**src/port_ab_defs.vh**
```
`ifndef PORT_AB_DEFS_VH
`define PORT_AB_DEFS_VH
// ---------------------------------------------------------------
// register offsets
// ---------------------------------------------------------------
`define FIRST_PORT_DATA_ADDR   16'h0000
`define SECOND_PORT_DATA_ADDR  16'h0001
`define FIRST_PORT_DIR_ADDR    16'h0002
`define SECOND_PORT_DIR_ADDR   16'h0003
// ---------------------------------------------------------------
// reset values and field positions
// ---------------------------------------------------------------
`define PORT_DATA_RESET        8'h00
`define PORT_DIR_RESET         8'h00
`define UNMAPPED_READ          8'h00
`define BIT_MASKABLE_IRQ       0
`define BIT_NONMASKABLE_IRQ    1
`define BIT_PERIODIC_CLOCK     3
// ---------------------------------------------------------------
// timing
// ---------------------------------------------------------------
`define READ_SETTLE_CYCLES     2
`endif

```
**src/port_ab_data_registers.v**
```verilog
// Design decision made here: strobed register access.
`timescale 1ns/1ns
`include "port_ab_defs.vh"
// Overview of operation
// - read returns stored bit when direction is output, else synchronised pin.
// - in general purpose output mode the stored bit drives the pin.
// - enabled lcd segment takes pin from general purpose use on every bit of both ports.
// - first port bit 3: lcd first, then periodic clock, then general purpose.
// - first port bit 3: enabled periodic clock overrides general purpose use.
// - first port bit 1: lcd, then nonmaskable interrupt input, then general purpose.
// - first port bit 0: lcd, then maskable interrupt input, then general purpose.
// - with no alternative function active, pin is general purpose input or output.
// - first port data register at 0x0000, read and write anytime.
// - second port data register at 0x0001, read and write anytime.
// - both data registers reset to zero.
// - direction 1 is output, 0 input; lcd segment disables both buffers.
// - reads may lag a direction change by up to two clocks.
module port_ab_data_registers (
   input  wire        clock,
   input  wire        arst_n,
   // register port
   input  wire [15:0] addr,
   input  wire [7:0]  wdata,
   input  wire        wr_stb,
   input  wire        rd_stb,
   output reg  [7:0]  rdata,
   // pins of the first port
   input  wire [7:0]  first_port_pin_in,
   output reg  [7:0]  first_port_pin_out,
   output reg  [7:0]  first_port_pin_oe,
   output reg  [7:0]  first_port_in_buf_en,
   // pins of the second port
   input  wire [7:0]  second_port_pin_in,
   output reg  [7:0]  second_port_pin_out,
   output reg  [7:0]  second_port_pin_oe,
   output reg  [7:0]  second_port_in_buf_en,
   // alternative function controls
   input  wire [7:0]  first_port_lcd_en,
   input  wire [7:0]  second_port_lcd_en,
   input  wire        periodic_clock_en,
   input  wire        periodic_clock_output,
   input  wire        nonmaskable_irq_en,
   input  wire        maskable_irq_en,
   // interrupt inputs toward interrupt logic
   output reg         nonmaskable_interrupt_input,
   output reg         maskable_interrupt_input
);
   // ---------------------------------------------------------------
   // storage
   // ---------------------------------------------------------------
   reg  [7:0] first_port_data_reg;
   reg  [7:0] second_port_data_reg;
   reg  [7:0] first_port_direction;
   reg  [7:0] second_port_direction;
   wire [7:0] first_port_sync;
   wire [7:0] second_port_sync;
   reg  [7:0] first_dir_eff;
   reg  [7:0] second_dir_eff;
   reg  [7:0] first_port_read_alias;
   reg  [7:0] second_port_read_alias;
   reg  [7:0] rdata_nxt;

   // data source per bit: stored data for outputs, pin for inputs
   function [7:0] read_mux;
      input [7:0] dir;
      input [7:0] stored;
      input [7:0] pin;
      begin
         read_mux = (dir & stored) | (~dir & pin);
      end
   endfunction

   // ---------------------------------------------------------------
   // pin input synchronisers
   // ---------------------------------------------------------------
   pin_sync #(
      .WIDTH    (8)
   ) u_sync_first (
      .clock    (clock),
      .arst_n   (arst_n),
      .async_in (first_port_pin_in),
      .sync_out (first_port_sync)
   );

   pin_sync #(
      .WIDTH    (8)
   ) u_sync_second (
      .clock    (clock),
      .arst_n   (arst_n),
      .async_in (second_port_pin_in),
      .sync_out (second_port_sync)
   );

   // ---------------------------------------------------------------
   // register writes
   // ---------------------------------------------------------------
   // writes land regardless of pin ownership
   always @(posedge clock or negedge arst_n) begin
      if (!arst_n) begin
         first_port_data_reg   <= `PORT_DATA_RESET;
         second_port_data_reg  <= `PORT_DATA_RESET;
         first_port_direction  <= `PORT_DIR_RESET;
         second_port_direction <= `PORT_DIR_RESET;
      end else if (wr_stb) begin
         if (addr == `FIRST_PORT_DATA_ADDR) begin
            first_port_data_reg <= wdata;
         end else if (addr == `SECOND_PORT_DATA_ADDR) begin
            second_port_data_reg <= wdata;
         end else if (addr == `FIRST_PORT_DIR_ADDR) begin
            first_port_direction <= wdata;
         end else if (addr == `SECOND_PORT_DIR_ADDR) begin
            second_port_direction <= wdata;
         end
      end
   end

   // ---------------------------------------------------------------
   // pin ownership
   // ---------------------------------------------------------------
   // priority: lcd, then dedicated function, then general purpose
   always @* begin
      first_dir_eff  = first_port_direction;
      second_dir_eff = second_port_direction;
      first_port_pin_out    = first_port_data_reg;
      first_port_pin_oe     = first_port_direction;
      first_port_in_buf_en  = ~first_port_direction;
      second_port_pin_out   = second_port_data_reg;
      second_port_pin_oe    = second_port_direction;
      second_port_in_buf_en = ~second_port_direction;
      // periodic clock forces bit 3 to output
      if (periodic_clock_en) begin
         first_port_pin_out[`BIT_PERIODIC_CLOCK]   = periodic_clock_output;
         first_port_pin_oe[`BIT_PERIODIC_CLOCK]    = 1'b1;
         first_port_in_buf_en[`BIT_PERIODIC_CLOCK] = 1'b0;
         first_dir_eff[`BIT_PERIODIC_CLOCK]        = 1'b1;
      end
      // interrupt inputs force their pins to input
      if (nonmaskable_irq_en) begin
         first_port_pin_oe[`BIT_NONMASKABLE_IRQ]    = 1'b0;
         first_port_in_buf_en[`BIT_NONMASKABLE_IRQ] = 1'b1;
         first_dir_eff[`BIT_NONMASKABLE_IRQ]        = 1'b0;
      end
      if (maskable_irq_en) begin
         first_port_pin_oe[`BIT_MASKABLE_IRQ]    = 1'b0;
         first_port_in_buf_en[`BIT_MASKABLE_IRQ] = 1'b1;
         first_dir_eff[`BIT_MASKABLE_IRQ]        = 1'b0;
      end
      // lcd segment wins over everything and disables both buffers
      first_port_pin_oe     = first_port_pin_oe & ~first_port_lcd_en;
      first_port_in_buf_en  = first_port_in_buf_en & ~first_port_lcd_en;
      first_port_pin_out    = first_port_pin_out & ~first_port_lcd_en;
      second_port_pin_oe    = second_port_pin_oe & ~second_port_lcd_en;
      second_port_in_buf_en = second_port_in_buf_en & ~second_port_lcd_en;
      second_port_pin_out   = second_port_pin_out & ~second_port_lcd_en;
   end

   // interrupt inputs, gated by ownership so lcd use blocks them
   always @* begin
      nonmaskable_interrupt_input = nonmaskable_irq_en & ~first_port_lcd_en[`BIT_NONMASKABLE_IRQ]
                                    & first_port_sync[`BIT_NONMASKABLE_IRQ];
      maskable_interrupt_input    = maskable_irq_en & ~first_port_lcd_en[`BIT_MASKABLE_IRQ]
                                    & first_port_sync[`BIT_MASKABLE_IRQ];
   end

   // ---------------------------------------------------------------
   // read path
   // ---------------------------------------------------------------
   // pin values pass two synchroniser stages, hence the settle delay
   always @* begin
      first_port_read_alias  = read_mux(first_dir_eff, first_port_data_reg, first_port_sync);
      second_port_read_alias = read_mux(second_dir_eff, second_port_data_reg, second_port_sync);
      rdata_nxt = `UNMAPPED_READ;
      if (addr == `FIRST_PORT_DATA_ADDR) begin
         rdata_nxt = first_port_read_alias;
      end else if (addr == `SECOND_PORT_DATA_ADDR) begin
         rdata_nxt = second_port_read_alias;
      end else if (addr == `FIRST_PORT_DIR_ADDR) begin
         rdata_nxt = first_port_direction;
      end else if (addr == `SECOND_PORT_DIR_ADDR) begin
         rdata_nxt = second_port_direction;
      end
   end

   // read data valid only in the cycle after the strobe
   always @(posedge clock or negedge arst_n) begin
      if (!arst_n) begin
         rdata <= 8'h00;
      end else if (rd_stb) begin
         rdata <= rdata_nxt;
      end else begin
         rdata <= 8'h00;
      end
   end
endmodule // port_ab_data_registers

```
**src/pin_sync.v**
```verilog
`timescale 1ns/1ns
// two-stage synchroniser for a bank of pin inputs
module pin_sync #(
   parameter WIDTH = 8
) (
   input  wire             clock,
   input  wire             arst_n,
   input  wire [WIDTH-1:0] async_in,
   output reg  [WIDTH-1:0] sync_out
);
   reg [WIDTH-1:0] meta_r;

   // first stage feeds only the second stage
   always @(posedge clock or negedge arst_n) begin
      if (!arst_n) begin
         meta_r   <= {WIDTH{1'b0}};
         sync_out <= {WIDTH{1'b0}};
      end else begin
         meta_r   <= async_in;
         sync_out <= meta_r;
      end
   end
endmodule // pin_sync

```
**config.mk**
```make
export PLATFORM = sky130hd
export DESIGN_NAME = port_ab_data_registers
export DESIGN_NICKNAME = d
export VERILOG_FILES = /design/src/port_ab_data_registers.v /design/src/pin_sync.v
export VERILOG_INCLUDE_DIRS = /design/src
export SDC_FILE = /design/constraint.sdc
export NUM_CORES = 1
export LEC_CHECK = 0
export CORE_ASPECT_RATIO = 1.5
export CORE_UTILIZATION = 60
export DETAILED_ROUTE_END_ITERATION = 16
export DONT_BUFFER_PORTS = 1
export GPL_TIMING_DRIVEN = 0
export HOLD_SLACK_MARGIN = 0.06
export PLACE_DENSITY = 0.77
export SLEW_MARGIN = 20
export SYNTH_ARGS = -nofsm -noshare
export SYNTH_HDL_FRONTEND = slang
export SYNTH_SLANG_ARGS = --single-unit
```
**constraint.sdc**
```tcl
create_clock -name clock -period 1.2 [get_ports clock]
set_clock_uncertainty 0.05 [all_clocks]
set_input_delay 0.24 -clock clock [delete_from_list [all_inputs] [get_ports clock]]
set_output_delay 0.24 -clock clock [all_outputs]
set_load 0.01 [all_outputs]
```
Word-level counts from Yosys, hierarchy flattened --
Cells that the tools add are included.
Word-level totals: bits in registers 72, bits in latches 0, RAM bits 0, ROM bits 0, bits of input ports 64, output and inout port bits 58, word-level logic and storage cells 55, memories kept 0
Operators by class: $add $sub $neg 0, multiply operators 0, divide/modulo/power cells 0, order comparisons 0, equality and inequality tests 3, shift-type cells 0, muxes and demuxes 12, bitwise logic cells 26, reduce and logical (&&, ||, !) cells 5
Operator list (count):
- $and A8 B8 Y8 | 10
- $mux W8 | 5
- $not A8 Y8 | 5
- $eq A16 B2 Y1 const B | 2
- $eq A16 B1 Y1 const B | 1
- $logic_not A16 Y1 | 1
- $or A8 B8 Y8 | 2
- $mux W1 | 7
- $not A1 Y1 | 5
- $reduce_and A5 Y1 | 1
- $and A1 B1 Y1 | 4
- $reduce_and A4 Y1 | 1
- $reduce_and A3 Y1 | 1
- $reduce_and A2 Y1 | 1

Longest topological paths before layout --
depth in word-level cells 6, gate-level depth with buffers 6, depth with buffers taken out 4

Cells and area by module --
From an unflattened synthesis, not the netlist that was laid out.
Second synthesis, totals: cell total of the unflattened synthesis 227, area total of the unflattened synthesis 3032.9 sq um
Modules (own cells, without submodules):
- port_ab_data_registers | instances 1, cells an instance 195, area an instance 2232.1 sq um, seq. area each 1001.0 sq um
- pin_sync | instances 2, cells an instance 16, area an instance 400.4 sq um, seq. area each 400.4 sq um

Least setup slack after synthesis --
OpenSTA, ideal clock, no wires.
path type input port to flip-flop, from input addr[13], to register first_port_direction[0], setup time 125 ps, arrival time 1496 ps, data required time 1025 ps, path slack -471 ps, cell stages on the path 5, buffers on the path 1, path through nor4_4 -> and2_4 -> and4b_1 -> buf_6 -> mux2_4
Between the ends: cells in the longest elaborated chain, start to end 3
RTL lines:
- from (decl) | RTL line port_ab_data_registers.v:22 | input wire [15:0] addr,
- $eq A16 B1 Y1 (no line) or $logic_not A16 Y1 (tied branches)
- $not A1 Y1 (no line)
- $reduce_and A4 Y1 (no line) *
- to (signal assigned) | RTL line port_ab_data_registers.v:102 | first_port_direction <= `PORT_DIR_RESET;
- to (signal assigned) | RTL line port_ab_data_registers.v:110 | first_port_direction <= wdata;
- to (decl) | RTL line port_ab_data_registers.v:53 | reg [7:0] first_port_direction;
Mark *: on every way between the ends. The rest lies on a longest branch, timed or not. A chain may end at the register's enable or synchronous reset.

Worst setup path in the final report --
from input addr[5], to register first_port_data_reg[5]
Between the ends: cells in the longest elaborated chain, start to end 2
RTL lines:
- $logic_not A16 Y1 (no line)
- $reduce_and A2 Y1 (no line)
- to (signal assigned) | RTL line port_ab_data_registers.v:100 | first_port_data_reg <= `PORT_DATA_RESET;
- to (signal assigned) | RTL line port_ab_data_registers.v:106 | first_port_data_reg <= wdata;
- to (decl) | RTL line port_ab_data_registers.v:51 | reg [7:0] first_port_data_reg;
Every way passes these cells.

==> reports/summary.txt <==
Port bufs = 0
DRC = 0
Pwr Total = 4.99 mW
Post-synthesis cell count = 230
H-Tree Depth = 3
R2R depth = 4
Fin crit period = 1.38 ns
Hold buffer count at CTS = 24
Dominant cell type by area after synthesis = dfrtp_1
CP Class = input port to flop
Yosys top cell area share = 0.567
Initial core utilization = 0.620
Clk Latency, worst-skew pair = 0.35 ns
Final core occ = 0.909
Final Cycle Share = 1.15
Worst r2r src = read_mux.dir[4]
# clock sinks = 72
Count of final setup violators = 71
DR vias = 2,294
Largest net degree at the start of global routing = 73
Die width = 61.4 um
Switching Share = 0.208
I/O pin cnt = 122
Power share of the sequential group = 0.501
Clock share of power = 0.451
DR iter-0 viols = 87
Total CTS buffers = 9
Maximum clock rate = 0.726 GHz
Unrepaired setup endpoints after global routing = yes
Synth async-reset ratio = 1.00
Post-synthesis sequential area ratio = 0.567
Layout cells sized above 1 = 0.617
Avg Cell Area, Syn = 13.8 um^2
Worst r2r dst = rdata[4]
Post-synth cell types = 28
Final nets = 375
# Max-Cap Violations = 0
Peak VDD IR = 1.47 mV
Worst min-delay path class = input port to asynchronous set/reset pin
Die height = 91.2 um
WL per Instance = 23.3 um
Total wire length = 8970 um
Violations in the final reports = hold timing, setup timing
First-pass DRT Iterations = 4
Clock Path Buffers = 2
Clock slew at reported path FFs = 0.08 ns
Post-route cell area = 4660 um^2
Comb power frac = 0.048
CTS tree = yes
Dpl ws = -0.793 ns
Max-slew headroom = 0.683
Congestion Overflow GR = 0
Synth top area cells = dfrtp_1, mux2_1, nor2b_1, mux2i_1, mux2_2
Crit path max fanout = 8
Row cnt = 32
Post-Syn Area = 3180 um^2
Mapped Nets = 294
Placed inst area = 3350 um^2
Vias in the first global route = 2,408
Reg2Reg Setup Slack = -0.07 ns
Most frequent cell after synthesis = dfrtp_1
Initial antenna violation count = 0
Post-DRT Antenna Nets = 0
Syn. warnings = 0
Diodes inserted = 0
Synth Flop Type = dfrtp_1
Die area = 5600 um^2
Core ar. = 5120 um^2
Max Slew Vio Count = 0
Outcome = finished with violations
CP Launch Type = input port
Vias per std cell = 5.97
Yosys reg bits = 72
Final hold violations = 72
CP endpoint kind = flop
Post-synth EDFFs = 0
Most frequent cells after synthesis = dfrtp_1, nor2b_1, nor2_1
Clk root buf = clkbuf_8
NetSw = 1.04 mW
Area Growth Syn to Fin = 46.5%
Fill count = 186
PD cells = 1070 nW/um^2
Final hold slack = -0.473 ns
Setup WS post-layout = -0.177 ns
Leakage = 2.03 nW
Placer Congestion = 0.736
Data arrival time of the critical path = 1.55 ns
DP Wirelength = 4300 um
CP Launch Point = addr[5]
Pint = 3.95 mW
Total global routing track utilization = 0.294
Req. time, crit path = 1.38 ns
Slew at the pin with the worst max-slew slack = 0.476 ns
Global-route wire length before repair = 11,600 um
[placed cells by master, fill, tap and decap left out]
| master | netlist | layout |
|---|---|---|
| a21o_1 | 8 | 8 |
| a221oi_2 | 8 | 8 |
| and2_4 | 1 | 2 |
| and3_4 | 0 | 1 |
| and4_4 | 0 | 1 |
| and4b_1 | 1 | 1 |
| buf_12 | 0 | 1 |
| buf_4 | 1 | 38 |
| buf_6 | 1 | 11 |
| buf_8 | 0 | 1 |
| bufinv_16 | 0 | 2 |
| clkbuf_2 | 1 | 1 |
| clkbuf_8 | 0 | 12 |
| clkinv_2 | 0 | 1 |
| dfrtp_1 | 72 | 67 |
| dfrtp_2 | 0 | 5 |
| dlygate4sd3_1 | 0 | 24 |
| inv_1 | 1 | 1 |
| inv_6 | 0 | 1 |
| mux2_2 | 13 | 12 |
| mux2_4 | 8 | 28 |
| mux2i_1 | 17 | 16 |
| mux2i_4 | 0 | 1 |
| nand2_1 | 10 | 2 |
| nand2_2 | 0 | 8 |
| nand4_1 | 1 | 1 |
| nand4_4 | 3 | 3 |
| nor2_2 | 0 | 9 |
| nor2_4 | 0 | 11 |
| nor2b_4 | 0 | 32 |
| nor3_1 | 2 | 1 |
| nor3_4 | 0 | 1 |
| nor3b_4 | 1 | 1 |
| nor4_2 | 2 | 1 |
| nor4_4 | 1 | 3 |
[layer usage]
| metal | routed length (um) | share of wire | vias up | global-route usage |
|---|---|---|---|---|
| li1 | - | - | 978 | - |
| met1 | 3030 | 0.34 | 1189 | 0.319 |
| met2 | 5200 | 0.58 | 105 | 0.524 |
| met3 | 481 | 0.054 | 22 | 0.0613 |
| met4 | 252 | 0.028 | 0 | 0.126 |
| met5 | 0 | 0 | - | 0 |
[logic make-up after synthesis]
family	Yosys count	share of synthesized area
compound gates	16	0.0567
flops	72	0.567
mux	57	0.205
simple gates	78	0.159
buf+inv	7	0.0130
[how the worst max path moves through the flow]
stage | end | cells after the start
final | first_port_data_reg[5] | 6
after detailed placement | read_mux.stored[6] | 4
after global placement | read_mux.stored[6] | 4
after CTS | first_port_direction[2] | 5
after global routing | first_port_pin_oe[0] | 2
after floorplan | first_port_direction[0] | 5
[worst max-delay path: stages]
cell     delay [ns]
nor4_4         0.34
and2_4         0.25
buf_4          0.14
nand4_4        0.10
buf_12         0.18
mux2_4         0.30
[cell type report]
cell class	instances	area [um^2]	share of cell area
buffer	4	38.8	0.00833
tap	68	85.1	0.0183
clock buffer	12	165	0.0355
timing repair buffer	72	651	0.140
clock inverter	4	73.8	0.0158
inverter	1	3.75	0.000806
sequential	72	1810	0.388
multi-input combinational	151	1830	0.394
[power groups by stage]
stage,Combinational (mW),Clock (mW),Sequential [mW]
2_1_floorplan,0.0968,0,2.54
3_3_place_gp,0.114,0,2.54
3_5_place_dp,0.116,0,2.54
4_1_cts,0.212,2.24,2.50
5_1_grt,0.253,2.35,2.50
6_report,0.241,2.25,2.50
[repair_timing]
action / 4_1_cts / 5_1_grt
pin swaps: 25 / 22
setup buffers: 35 / 13
endpoints found under the hold margin: 120 / 72
endpoints found under the setup margin: 90 / 87
resized for setup: 92 / 41
[stage by stage]
stage	setup TNS [ns]	cells
2_1_floorplan	-13.32	230
3_3_place_gp	-25.20	298
3_5_place_dp	-25.58	298
4_1_cts	-5.25	372
5_1_grt	-8.40	384
6_report	-5.49	384
No activity file was read; power rests on OpenSTA's default activity.
